===== src/verilog/sip_pkg.sv =====
// Package for the switch ingress policing register bank.
// Assumes a 32-bit APB slave at 25 MHz, word-aligned registers.
package sip_pkg;

  // ***************************************************
  // Register indexes and addressing
  // ***************************************************
  localparam logic [15:0] IDX_BCST_THROT  = 16'h1848;
  localparam logic [15:0] IDX_ADMIT_NM    = 16'h1849;
  localparam logic [15:0] IDX_METER_CFG   = 16'h184a;
  localparam logic [15:0] IDX_METER_CMD   = 16'h184b;
  localparam logic [15:0] IDX_METER_STS   = 16'h184c;
  localparam logic [15:0] IDX_METER_WDATA = 16'h184d;
  localparam logic [15:0] IDX_METER_RDATA = 16'h184e;
  localparam int          ADDR_W          = 18;
  localparam int          IDX_LSB         = 2;

  // ***************************************************
  // Field layout and reset values
  // ***************************************************
  localparam int          NUM_PORTS       = 3;
  localparam int          PORT_STRIDE     = 9;
  localparam int          LEVEL_W         = 8;
  localparam int          EN_BIT_OFS      = 8;
  localparam logic [7:0]  LEVEL_RST       = 8'h02;
  localparam int          CIR_ENTRIES     = 24;
  localparam int          ENTRY_W         = 16;
  localparam logic [15:0] CIR_RST         = 16'h0014;
  localparam logic [15:0] BURST_RST       = 16'h0600;
  localparam int          CMD_DIR_BIT     = 7;
  localparam int          CMD_TYPE_LSB    = 5;
  localparam int          CMD_ADDR_W      = 5;
  localparam int          CFG_EN_BIT      = 0;
  localparam int          CFG_MODE_LSB    = 1;
  localparam int          RATE_UNIT_NS    = 20;
  localparam int          BCST_UNIT_BYTES = 64;
  localparam int          BCST_INTERVAL_US = 1720;
  localparam int          CLK_MHZ         = 25;
  localparam int          BCST_INTERVAL_CYC = BCST_INTERVAL_US * CLK_MHZ;

  typedef enum logic [1:0] {
    SIP_MODE_PORT_PRI = 2'h0,
    SIP_MODE_PORT     = 2'h1,
    SIP_MODE_PRI      = 2'h2,
    SIP_MODE_RSVD     = 2'h3
  } sip_mode_t;

  typedef enum logic [1:0] {
    SIP_TGT_RSVD = 2'h0,
    SIP_TGT_CIR  = 2'h1,
    SIP_TGT_CBS  = 2'h2,
    SIP_TGT_EBS  = 2'h3
  } sip_target_t;

  typedef struct packed {
    logic        dir_read;
    sip_target_t target;
    logic [4:0]  addr;
  } sip_cmd_t;

  typedef struct packed {
    logic       enable;
    logic [7:0] level;
  } sip_throttle_t;

endpackage


===== src/verilog/sip_meter_table.sv =====
// Indirect metering table: 24 rate entries plus two burst sizes.
// Assumes one command pulse at a time from the register bank.
`timescale 1ns/1ps
`default_nettype none
module sip_meter_table
  import sip_pkg::*;
#(
  parameter int ENTRIES = CIR_ENTRIES
) (
  input  wire logic                ref_clk_i,
  input  wire logic                rst_n_i,
  input  wire logic                start_i,
  input  wire sip_cmd_t            cmd_i,
  input  wire logic [ENTRY_W-1:0]  wdata_i,
  input  wire logic [4:0]          lookup_idx_i,
  output logic                     done_o,
  output logic [ENTRY_W-1:0]       rdata_o,
  output logic [ENTRY_W-1:0]       lookup_cir_o,
  output logic [ENTRY_W-1:0]       cbs_o,
  output logic [ENTRY_W-1:0]       ebs_o
);

  logic [ENTRY_W-1:0] committed_rate_entry [ENTRIES];
  logic               busy;
  sip_cmd_t           cmd_q;
  wire logic          addr_ok  = int'(cmd_q.addr) < ENTRIES;
  wire logic          look_ok  = int'(lookup_idx_i) < ENTRIES;
  wire logic          do_write = busy && !cmd_q.dir_read;

  // ***************************************************
  // Rate entries
  // ***************************************************
  // Out-of-range addresses are dropped so reset values stay intact
  for (genvar g = 0; g < ENTRIES; g++) begin : g_cir
    always_ff @(posedge ref_clk_i) begin
      if (!rst_n_i) begin
        committed_rate_entry[g] <= CIR_RST;
      end else if (do_write && cmd_q.target == SIP_TGT_CIR &&
                   int'(cmd_q.addr) == g) begin
        committed_rate_entry[g] <= wdata_i;
      end
    end
  end

  // ***************************************************
  // Burst sizes, read path, completion
  // ***************************************************
  always_ff @(posedge ref_clk_i) begin
    if (!rst_n_i) begin
      cbs_o   <= BURST_RST;
      ebs_o   <= BURST_RST;
      busy    <= 1'b0;
      done_o  <= 1'b0;
      rdata_o <= '0;
      cmd_q   <= '0;
    end else begin
      busy   <= start_i;
      done_o <= busy;
      if (start_i) begin
        cmd_q <= cmd_i;
      end
      if (do_write && cmd_q.target == SIP_TGT_CBS) begin
        cbs_o <= wdata_i;
      end
      if (do_write && cmd_q.target == SIP_TGT_EBS) begin
        ebs_o <= wdata_i;
      end
      if (busy && cmd_q.dir_read) begin
        case (cmd_q.target)
          SIP_TGT_CIR: rdata_o <= addr_ok ? committed_rate_entry[cmd_q.addr] : '0;
          SIP_TGT_CBS: rdata_o <= cbs_o;
          SIP_TGT_EBS: rdata_o <= ebs_o;
          default:     rdata_o <= '0;
        endcase
      end
    end
  end

  assign lookup_cir_o = look_ok ? committed_rate_entry[lookup_idx_i] : '0;

  cmd_done_a: assert property (
    @(posedge ref_clk_i) disable iff (!rst_n_i)
    start_i |-> ##2 done_o) else $error("table op did not finish");

endmodule
`default_nettype wire


===== src/verilog/sip_regs.sv =====
// Switch ingress policing register bank, APB slave, 25 MHz.
// Assumes software keeps one table command outstanding at a time.
//
// Contract
// Per-port broadcast throttle enable bits 26/17/8
// Throttle level 64-byte units, resets to 2
// Level fields 25:18, 16:9, 7:0; top reserved
// Admit-nonmember bit per ingress port
// Nonmember admission needs active destination VLAN
// Mode field selects metering key
// Enable bit gates metering and dropping
// Command write launches table access
// Bit 7 picks read or write
// Type field picks rate/committed/excess entry
// Five-bit address picks rate entry
// Port-priority mode: eight entries per port
// Port-only mode: entry equals port
// Priority-only mode: entry equals priority
// Software reads data after pending clears
// Software loads write data before command
// Software keeps address in range
// Pending bit set during access, self-clears
// Table: 24 rate entries plus two bursts
// Rate entry is time per byte, reset 0014h
// No new command while pending
`timescale 1ns/1ps
`default_nettype none
module sip_regs
  import sip_pkg::*;
(
  input  wire logic               ref_clk_i,
  input  wire logic               rst_n_i,
  input  wire logic               psel,
  input  wire logic               penable,
  input  wire logic               pwrite,
  input  wire logic [ADDR_W-1:0]  paddr,
  input  wire logic [31:0]        pwdata,
  output logic [31:0]             prdata,
  output logic                    pready,
  output logic                    pslverr,
  input  wire logic [1:0]         pkt_port_i,
  input  wire logic [4:0]         pkt_prio_i,
  input  wire logic               pkt_nonmember_i,
  input  wire logic               pkt_vlan_active_i,
  output logic                    pkt_admit_o,
  output logic [NUM_PORTS-1:0]    bcst_enable_o,
  output logic [NUM_PORTS*8-1:0]  bcst_level_o,
  output logic                    meter_enable_o,
  output logic [1:0]              meter_mode_o,
  output logic [ENTRY_W-1:0]      meter_cir_o,
  output logic [ENTRY_W-1:0]      meter_cbs_o,
  output logic [ENTRY_W-1:0]      meter_ebs_o
);

  // ***************************************************
  // Address decode
  // ***************************************************
  function automatic logic hit(input logic [ADDR_W-1:0] a,
                               input logic [15:0] idx);
    hit = a[ADDR_W-1:IDX_LSB] == idx;
  endfunction

  wire logic access   = psel && penable;
  wire logic wr_acc   = access && pwrite;
  wire logic hit_bt   = hit(paddr, IDX_BCST_THROT);
  wire logic hit_an   = hit(paddr, IDX_ADMIT_NM);
  wire logic hit_cfg  = hit(paddr, IDX_METER_CFG);
  wire logic hit_cmd  = hit(paddr, IDX_METER_CMD);
  wire logic hit_sts  = hit(paddr, IDX_METER_STS);
  wire logic hit_wd   = hit(paddr, IDX_METER_WDATA);
  wire logic hit_rd   = hit(paddr, IDX_METER_RDATA);
  wire logic mapped   = hit_bt | hit_an | hit_cfg | hit_cmd |
                        hit_sts | hit_wd | hit_rd;

  // ***************************************************
  // Register storage
  // ***************************************************
  sip_throttle_t              thr [NUM_PORTS];
  logic [NUM_PORTS-1:0]       admit_nm;
  logic                       meter_en;
  logic [1:0]                 meter_mode;
  sip_cmd_t                   cmd;
  logic [ENTRY_W-1:0]         wdata;
  logic                       pending;
  logic                       start;
  logic                       done;
  logic [ENTRY_W-1:0]         tbl_rdata;
  logic [4:0]                 lookup_idx;
  logic [31:0]                bt_word;
  logic [31:0]                next_prdata;

  for (genvar p = 0; p < NUM_PORTS; p++) begin : g_port
    localparam int LSB = p * PORT_STRIDE;
    always_ff @(posedge ref_clk_i) begin
      if (!rst_n_i) begin
        thr[p] <= '{enable: 1'b0, level: LEVEL_RST};
      end else if (wr_acc && hit_bt) begin
        thr[p].enable <= pwdata[LSB+EN_BIT_OFS];
        thr[p].level  <= pwdata[LSB +: LEVEL_W];
      end
    end
    assign bt_word[LSB +: PORT_STRIDE] = {thr[p].enable, thr[p].level};
    assign bcst_enable_o[p]            = thr[p].enable;
    assign bcst_level_o[p*LEVEL_W +: LEVEL_W] = thr[p].level;
  end
  assign bt_word[31:NUM_PORTS*PORT_STRIDE] = '0;

  always_ff @(posedge ref_clk_i) begin
    if (!rst_n_i) begin
      admit_nm   <= '0;
      meter_en   <= 1'b0;
      meter_mode <= SIP_MODE_PORT_PRI;
      cmd        <= '0;
      wdata      <= '0;
    end else begin
      if (wr_acc && hit_an) begin
        admit_nm <= pwdata[NUM_PORTS-1:0];
      end
      if (wr_acc && hit_cfg) begin
        meter_en   <= pwdata[CFG_EN_BIT];
        meter_mode <= pwdata[CFG_MODE_LSB +: 2];
      end
      if (wr_acc && hit_cmd) begin
        cmd <= pwdata[CMD_DIR_BIT:0];
      end
      if (wr_acc && hit_wd) begin
        wdata <= pwdata[ENTRY_W-1:0];
      end
    end
  end

  // ***************************************************
  // Command launch and pending flag
  // ***************************************************
  // Start fires only on the completing APB edge, so one write = one op
  always_ff @(posedge ref_clk_i) begin
    if (!rst_n_i) begin
      start   <= 1'b0;
      pending <= 1'b0;
    end else begin
      start <= wr_acc && hit_cmd;
      if (wr_acc && hit_cmd) begin
        pending <= 1'b1;
      end else if (done) begin
        pending <= 1'b0;
      end
    end
  end

  sip_meter_table #(
    .ENTRIES (CIR_ENTRIES)
  ) u_table (
    .ref_clk_i    (ref_clk_i),
    .rst_n_i      (rst_n_i),
    .start_i      (start),
    .cmd_i        (cmd),
    .wdata_i      (wdata),
    .lookup_idx_i (lookup_idx),
    .done_o       (done),
    .rdata_o      (tbl_rdata),
    .lookup_cir_o (meter_cir_o),
    .cbs_o        (meter_cbs_o),
    .ebs_o        (meter_ebs_o)
  );

  // ***************************************************
  // Metering key and admission
  // ***************************************************
  // Reserved mode yields entry 0 rather than an undefined index
  wire logic [4:0] key_port_pri = 5'({pkt_port_i, 3'h0}) +
                                  5'({2'h0, pkt_prio_i[2:0]});
  assign lookup_idx =
      (meter_mode == SIP_MODE_PORT_PRI) ? key_port_pri :
      (meter_mode == SIP_MODE_PORT)     ? {3'h0, pkt_port_i} :
      (meter_mode == SIP_MODE_PRI)      ? pkt_prio_i : 5'h00;

  wire logic port_ok = int'(pkt_port_i) < NUM_PORTS;
  wire logic nm_ok   = port_ok && admit_nm[pkt_port_i];
  assign pkt_admit_o = pkt_vlan_active_i &&
                       (!pkt_nonmember_i || nm_ok);
  assign meter_enable_o = meter_en;
  assign meter_mode_o   = meter_mode;

  // ***************************************************
  // APB read path
  // ***************************************************
  always_comb begin
    next_prdata = '0;
    if (hit_bt) begin
      next_prdata = bt_word;
    end else if (hit_an) begin
      next_prdata = {29'h0, admit_nm};
    end else if (hit_cfg) begin
      next_prdata = {29'h0, meter_mode, meter_en};
    end else if (hit_cmd) begin
      next_prdata = {24'h0, cmd};
    end else if (hit_sts) begin
      next_prdata = {31'h0, pending};
    end else if (hit_wd) begin
      next_prdata = {16'h0, wdata};
    end else if (hit_rd) begin
      next_prdata = {16'h0, tbl_rdata};
    end
  end

  // Read data is registered in the setup cycle, valid at access phase
  always_ff @(posedge ref_clk_i) begin
    if (!rst_n_i) begin
      prdata <= '0;
    end else if (psel && !penable && !pwrite) begin
      prdata <= next_prdata;
    end
  end

  assign pready  = 1'b1;
  assign pslverr = access && !mapped;

  // ***************************************************
  // Checks
  // ***************************************************
  // Pending stays up through the clear edge, so it reads 1 for three edges
  pend_set_a: assert property (
    @(posedge ref_clk_i) disable iff (!rst_n_i)
    wr_acc && hit_cmd |=> pending [*3] ##1 !pending)
    else $error("pending bit timing wrong");
  pend_hold_a: assert property (
    @(posedge ref_clk_i) disable iff (!rst_n_i)
    pending && !done |=> pending)
    else $error("pending dropped early");
  pend_clear_a: assert property (
    @(posedge ref_clk_i) disable iff (!rst_n_i)
    done && !(wr_acc && hit_cmd) |=> !pending)
    else $error("pending not cleared");
  sts_read_a: assert property (
    @(posedge ref_clk_i) disable iff (!rst_n_i)
    psel && !penable && !pwrite && hit_sts |=> prdata == {31'h0, $past(pending)})
    else $error("status readback wrong");
  launch_once_a: assert property (
    @(posedge ref_clk_i) disable iff (!rst_n_i)
    start |-> $past(wr_acc && hit_cmd))
    else $error("table op without command write");
  start_pulse_a: assert property (
    @(posedge ref_clk_i) disable iff (!rst_n_i)
    wr_acc && hit_cmd |=> start)
    else $error("command write did not launch");
  cmd_store_a: assert property (
    @(posedge ref_clk_i) disable iff (!rst_n_i)
    wr_acc && hit_cmd |=> cmd == $past(pwdata[7:0]))
    else $error("command fields not stored");
  admit_vlan_a: assert property (
    @(posedge ref_clk_i) disable iff (!rst_n_i)
    !pkt_vlan_active_i |-> !pkt_admit_o)
    else $error("admitted to inactive vlan");
  admit_member_a: assert property (
    @(posedge ref_clk_i) disable iff (!rst_n_i)
    pkt_vlan_active_i && !pkt_nonmember_i |-> pkt_admit_o)
    else $error("member packet refused");
  admit_nm_a: assert property (
    @(posedge ref_clk_i) disable iff (!rst_n_i)
    pkt_vlan_active_i && pkt_nonmember_i && port_ok
      |-> pkt_admit_o == admit_nm[pkt_port_i])
    else $error("nonmember admission wrong");
  nm_store_a: assert property (
    @(posedge ref_clk_i) disable iff (!rst_n_i)
    wr_acc && hit_an |=> admit_nm == $past(pwdata[2:0]))
    else $error("admit bits not stored");
  key_port_a: assert property (
    @(posedge ref_clk_i) disable iff (!rst_n_i)
    meter_mode == SIP_MODE_PORT |-> lookup_idx == {3'h0, pkt_port_i})
    else $error("port-only key wrong");
  key_pri_a: assert property (
    @(posedge ref_clk_i) disable iff (!rst_n_i)
    meter_mode == SIP_MODE_PRI |-> lookup_idx == pkt_prio_i)
    else $error("priority-only key wrong");
  key_group_a: assert property (
    @(posedge ref_clk_i) disable iff (!rst_n_i)
    meter_mode == SIP_MODE_PORT_PRI
      |-> lookup_idx[4:3] == pkt_port_i && lookup_idx[2:0] == pkt_prio_i[2:0])
    else $error("port-priority key wrong");
  key_rsvd_a: assert property (
    @(posedge ref_clk_i) disable iff (!rst_n_i)
    meter_mode == SIP_MODE_RSVD |-> lookup_idx == 5'h00)
    else $error("reserved mode key wrong");
  cfg_mode_a: assert property (
    @(posedge ref_clk_i) disable iff (!rst_n_i)
    wr_acc && hit_cfg |=> meter_mode_o == $past(pwdata[2:1]))
    else $error("meter mode not stored");
  bt_write_a: assert property (
    @(posedge ref_clk_i) disable iff (!rst_n_i)
    wr_acc && hit_bt |=> bcst_enable_o[2] == $past(pwdata[26]) &&
      bcst_level_o[23:16] == $past(pwdata[25:18]))
    else $error("throttle field placement wrong");
  bt_port1_a: assert property (
    @(posedge ref_clk_i) disable iff (!rst_n_i)
    wr_acc && hit_bt |=> bcst_enable_o[1] == $past(pwdata[17]) &&
      bcst_level_o[15:8] == $past(pwdata[16:9]))
    else $error("port 1 throttle field wrong");
  bt_port0_a: assert property (
    @(posedge ref_clk_i) disable iff (!rst_n_i)
    wr_acc && hit_bt |=> bcst_enable_o[0] == $past(pwdata[8]) &&
      bcst_level_o[7:0] == $past(pwdata[7:0]))
    else $error("port 0 throttle field wrong");
  bt_rsvd_a: assert property (
    @(posedge ref_clk_i) disable iff (!rst_n_i)
    psel && !penable && !pwrite && hit_bt |=> prdata[31:27] == 5'h00)
    else $error("reserved throttle bits not zero");
  cfg_en_a: assert property (
    @(posedge ref_clk_i) disable iff (!rst_n_i)
    wr_acc && hit_cfg |=> meter_enable_o == $past(pwdata[0]))
    else $error("meter enable not stored");

endmodule
`default_nettype wire

===== config.mk =====
export PLATFORM = sky130hd
export DESIGN_NAME = sip_regs
export DESIGN_NICKNAME = d
export VERILOG_FILES = /design/src/verilog/sip_pkg.sv /design/src/verilog/sip_meter_table.sv /design/src/verilog/sip_regs.sv
export SDC_FILE = /design/constraint.sdc
export NUM_CORES = 1
export LEC_CHECK = 0
export BUFFER_PORTS_ARGS = -buffer_cell sky130_fd_sc_hd__buf_2
export CORE_MARGIN = 1
export CORE_UTILIZATION = 45
export CTS_CLUSTER_DIAMETER = 120
export DETAILED_ROUTE_END_ITERATION = 16
export GPL_TIMING_DRIVEN = 0
export SLEW_MARGIN = 5
export SYNTH_ARGS = -nofsm -noshare
export SYNTH_HDL_FRONTEND = slang
export SYNTH_SLANG_ARGS = --single-unit

===== constraint.sdc =====
create_clock -name ref_clk_i -period 5.4 [get_ports ref_clk_i]
set_clock_uncertainty 0.05 [all_clocks]
set_input_delay 0.81 -clock ref_clk_i [delete_from_list [all_inputs] [get_ports ref_clk_i]]
set_output_delay 0.81 -clock ref_clk_i [all_outputs]
set_load 0.02 [all_outputs]

==> results.json, run 1 <==
{
  "status": "completed",
  "port_buffers": 160,
  "ys_top_cells_by_area": "edfxtp_1 (44%), mux4_2 (8.9%), dfxtp_1 (8.7%)",
  "clock_path_buffers": 3,
  "final_common_cell": "edfxtp_1",
  "final_cell_mix": "edfxtp_1 (411), and2_1 (365), buf_2 (217)",
  "std_cell_rows": 91,
  "synth_top_area_cell": "edfxtp_1",
  "ys.flop_type": "edfxtp_1",
  "start_kind": "register",
  "clk_pin_slew_worst_paths_ns": 0.06,
  "worstHoldPathType": "input pin to register",
  "slowest_stage": "a221oi_1",
  "dr.pass1.iters": 8,
  "finish.instance_area_sq_um": 32410,
  "required_ns": 4.54,
  "synthCells": 2366,
  "gp_congestion": 0.9967,
  "relSlewSlack": 0.05900,
  "stdcell_count": 3505,
  "gr-usage-all-layers": 0.3454,
  "synth_top_area_frac": 0.4405,
  "peakVddDrop_mv": 0.2480,
  "nets": 2680,
  "hpwl_um": 81910,
  "fp.dieW_um": 251.5,
  "clockRootBuffer": "clkbuf_16",
  "syn_area_per_cell_sq_um": 11.84,
  "clk_latency_ns": 0.63,
  "grt_pass1_wl_um": 155500,
  "synth_edf_count": 411,
  "wl_per_cell_um": 31.31,
  "rsz0062_at_grt": "false",
  "crit_family": "compound AO/OA/AOI/OAI gates",
  "core_sq_um": 61600,
  "via_count": 22410,
  "ys_seq_area_frac": 0.5276,
  "critPathArrivalTime_ns": 4.14,
  "htreeDepth": 2,
  "post-cts-setup-buffer-count": 0,
  "clock-sinks": 533,
  "timing.max_cap.violations": 0,
  "die_area_sq_um": 63270,
  "path_buf_inv": 3,
  "maxSlewViolCount": 0,
  "min_period_over_period": 0.9268,
  "setup_viol": 0,
  "start_util": 0.4549,
  "cts_resized": 0,
  "crit_chain": "buf_2 -> or3b_1 -> a21oi_2 -> clkbuf_1 -> o21ai_0 -> a221oi_1 -> or4_1 -> buf_2",
  "dp.cells": 3392,
  "grt-ovfl-total": 0,
  "die_h_um": 251.5,
  "grt_pass1_vias": 21750,
  "cts_tree": "yes",
  "power.density_nw_per_um2": 288.3,
  "ios": 177,
  "drive_above_1_share": 0.2233,
  "end_kind": "output port",
  "hold_viol": 0,
  "ys_seq_elements": 533,
  "drt_iter0_markers": 2843,
  "fin_crit_ns": 5.004,
  "p_leak_nw": 11.38,
  "async_flop_share": 0,
  "yosys_warnings": 0,
  "whs_ns": 0.3797,
  "ant_nets": 0,
  "cts_hold_buffers": 0,
  "drcViolationCount": 0,
  "synth_cell_types": 68,
  "area_growth_pct": 15.66,
  "tightest_slew_ns": 1.402,
  "numCtsBuffers": 59,
  "vias_per_cell": 6.394,
  "grt_max_degree": 23,
  "worst_path_most_repeated_cell": "buf_2",
  "cp_slowest_stage_delay_ns": 0.83,
  "dpl-instance-area_sq_um": 30430,
  "crit_path_max_fanout": 10,
  "routed_wirelength_um": 109700,
  "max_freq_mhz": 199.8,
  "critPathKind": "register to output port",
  "antenna_found_initial": 8,
  "syn_area_sq_um": 28020
}
-- cell usage after synthesis (all sizes together), types with 20 or more instances --
cell type	n
a211oi	44
buf	103
mux2i	113
nor2	95
clkbuf	151
o21ai	141
mux4	111
and3	28
mux2	52
dfxtp	122
nand3	117
and2	366
a21oi	75
a32oi	38
or3	45
nand2	138
a311oi	20
edfxtp	411
-- state kept, by name, summed over array words and instances, names as in the netlist, 3 cells and up, named ones only --
name,flops
u_table.rdata_o,16
u_table.cbs_o,16
u_table.committed_rate_entry,384
wdata,16
admit_nm,3
u_table.ebs_o,16
thr,27
cmd,8
prdata,27
u_table.cmd_q,8
-- metal layers --
layer / track usage / share of wire / up-vias
met2: 0.5238 / 0.44 / 1536
met5: 0 / 0.00023 / -
li1: - / - / 9385
met1: 0.4454 / 0.38 / 11170
met4: 0.1951 / 0.065 / 4
met3: 0.09636 / 0.12 / 313
-- stage by stage --
stage                     power [mW]  utilization  setup WS (ns)  setup TNS [ns]
after floorplan                4.988            -          1.368               0
after global placement         5.255       0.4851        -0.2885          -7.655
after detailed placement       5.294       0.4940         0.7821               0
after CTS                      9.320       0.5259         0.4889               0
after global routing           9.518       0.5260         0.3207               0
final                          9.342       0.5261         0.3955               0
-- final cells by class --
type                            instances  area (sq um)
Inverter                                3         11.26
Clock inverter                         37         264.0
Fill cell                            5329         29190
Multi-Input combinational cell       1580         12160
Tap cell                              837          1047
Timing Repair Buffer                  185          1227
Antenna cell                            3         7.507
Clock buffer                           73          1698
Sequential cell                       533         14780
Buffer                                254          1207
-- worst paths after layout --
path	from	to	slack, ns	depth (start not counted)
worst min-delay path	pwdata[11]	wdata[11]	0.38	3
worst min register to register	prdata[1]	prdata[1]	0.40	2
worst max-delay path	meter_mode_o[1]	meter_cir_o[14]	0.40	8
worst max register to register	register	u_table.rdata_o[7]	1.50	6
-- cells by family after synthesis --
family                 count (synthesis)  synth area share
AO/OA/AOI/OAI                        423            0.1027
buffers and inverters                257           0.04349
flip-flops                           533            0.5276
multiplexers                         276            0.1505
other                                  2         0.0002680
AND/OR/NAND/NOR                      875            0.1754
-- worst min-delay path, stage by stage --
cell     delay, ns
buf_2         0.08
mux2i_1       0.05
nor2_1        0.07
-- power by group --
part | internal, mW | switching (mW)
combinational | 0.225 | 0.439
sequential | 4.50 | 0.0614
clock | 2.33 | 1.78
Power figures use the tool's default switching activity.
==> run 2: changes to the inputs <==
--- a/config.mk
+++ b/config.mk
@@ -10,7 +10,7 @@
 export CORE_UTILIZATION = 45
 export CTS_CLUSTER_DIAMETER = 120
 export DETAILED_ROUTE_END_ITERATION = 16
-export GPL_TIMING_DRIVEN = 0
+export REMOVE_ABC_BUFFERS = 1
 export SLEW_MARGIN = 5
 export SYNTH_ARGS = -nofsm -noshare
 export SYNTH_HDL_FRONTEND = slang
==> run 2 against run 1 <==
  * Wire length decreased by 14%
  * Die area unchanged
  * Register-to-register slack improved by 0.32 ns
  * First-iteration DRC count decreased by 9.8%
  * Critical endpoint is now meter_cir_o[2]
  * Largest power group unchanged
==> results.json, run 2 (synthesized netlist as in run 1, its figures left out) <==
{
  "status": "completed",
  "r2r-end": "u_table.rdata_o[3]",
  "power.density_nw_per_um2": 291.3,
  "final_cell_mix": "edfxtp_1 (411), and2_1 (365), buf_2 (163)",
  "dr.pass1.iters": 6,
  "cts_hold_buffers": 0,
  "place_ws_ns": 1.007,
  "grt_max_degree": 81,
  "peakVddDrop_mv": 0.3122,
  "wl_per_cell_um": 28.34,
  "port_buffers": 163,
  "routed_wirelength_um": 93880,
  "setup_viol": 0,
  "fin_crit_ns": 4.899,
  "post-cts-setup-buffer-count": 0,
  "die_area_sq_um": 63270,
  "setup_slack_ns": 0.5007,
  "antenna_found_initial": 2,
  "r2r_start": "u_table.cmd_q[5]",
  "std_cell_rows": 91,
  "grt_pass1_wl_um": 136400,
  "end_kind": "output port",
  "ant_nets": 0,
  "top_register": "u_table.committed_rate_entry",
  "max_freq_mhz": 204.1,
  "numCtsBuffers": 57,
  "hpwl_um": 59490,
  "total_power_mw": 9.136,
  "clk_pin_slew_worst_paths_ns": 0.06,
  "gr-usage-all-layers": 0.2943,
  "gp_congestion": 0.8919,
  "start_kind": "register",
  "hold_viol": 0,
  "r2r_cells": 5,
  "area_growth_pct": 11.91,
  "via_count": 20640,
  "min_period_over_period": 0.9073,
  "final_common_cell": "edfxtp_1",
  "biggestRegsByFlops": "u_table.committed_rate_entry x384, prdata x27, thr x27",
  "nets": 2491,
  "whs_ns": 0.3618,
  "ios": 177,
  "required_ns": 4.54,
  "critPathKind": "register to output port",
  "p_leak_nw": 10.94,
  "critPathArrivalTime_ns": 4.04,
  "crit_path_max_fanout": 49,
  "drcViolationCount": 0,
  "drive_above_1_share": 0.2202,
  "rsz0062_at_grt": "false",
  "clockRootBuffer": "clkbuf_16",
  "clock-sinks": 533,
  "fp.dieW_um": 251.5,
  "relSlewSlack": 0.1288,
  "grt_pass1_vias": 20300,
  "cts_tree": "yes",
  "vias_per_cell": 6.231,
  "worstHoldPathType": "input pin to register",
  "htreeDepth": 2,
  "start_util": 0.4549,
  "stdcell_count": 3313,
  "timing.max_cap.violations": 0,
  "largest_reg_flops": 384,
  "dp.cells": 3205,
  "r2r_slack_ns": 1.82,
  "clk_latency_ns": 0.65,
  "drt_iter0_markers": 2564,
  "tightest_slew_ns": 1.302,
  "holdPathStages": 3,
  "core_sq_um": 61600,
  "grt-ovfl-total": 0,
  "maxSlewViolCount": 0,
  "endpoint": "meter_cir_o[2]",
  "clock_path_buffers": 3,
  "setup.worst_path.start": "meter_mode_o[1]",
  "cts_resized": 0,
  "die_h_um": 251.5
}
run 2: cell types whose count changed in the layout (fill, tap and decap cells not counted), sizes merged:
cell / before / now
clkbuf: 224 / 67
buf: 288 / 252
diode: 3 / 1
clkinv: 26 / 33
inv: 8 / 3
clkinvlp: 4 / 1
bufinv: 2 / 6
run 2: worst min-delay path by stage:
| stage | startpoint | to | slack [ns] |
|---|---|---|---|
| finish | pwdata[14] | wdata[14] | 0.36 |
| global route | pwdata[10] | wdata[10] | 0.36 |
| CTS | pwdata[14] | wdata[14] | 0.34 |
| detailed placement | prdata[21] | prdata[21] | 0.40 |
| global placement | prdata[20] | prdata[20] | 0.39 |
| floorplan | u_table.busy | u_table.done_o | 0.39 |
run 2: power breakdown:
part	internal [mW]	switching, mW
Sequential	4.50	0.0551
Combinational	0.193	0.405
Clock	2.27	1.71
Total	6.97	2.17
run 2: per-layer routing:
layer,part of all wire,track usage
met5,0,0
met4,0.045,0.1270
met3,0.092,0.05179
met2,0.47,0.4744
met1,0.39,0.3905
run 2: area by class of cell:
| type | instances | area (sq um) |
|---|---|---|
| Fill cell | 5399 | 30240 |
| Antenna cell | 1 | 2.502 |
| Clock buffer | 67 | 1494 |
| Timing Repair Buffer | 252 | 1521 |
| Tap cell | 837 | 1047 |
| Multi-Input combinational cell | 1580 | 12070 |
| Clock inverter | 40 | 412.9 |
| Sequential cell | 533 | 14790 |
| Inverter | 3 | 11.26 |
run 2: through the flow:
stage / setup TNS [ns] / utilization / area [sq um]
after floorplan: -3.025 / - / 26830
after global placement: 0 / 0.4781 / 29450
after detailed placement: 0 / 0.4781 / 29450
after CTS: 0 / 0.5090 / 31360
after global routing: 0 / 0.5090 / 31360
final: 0 / 0.5091 / 31360
run 2: critical path, cell delays in order (launching register included):
cell and delay (ns):
dfxtp_1 0.68, nand3b_4 0.47, nand2_4 0.56, buf_12 0.40
a211oi_1 0.27, a311oi_1 0.08, or4_1 0.64, buf_2 0.21
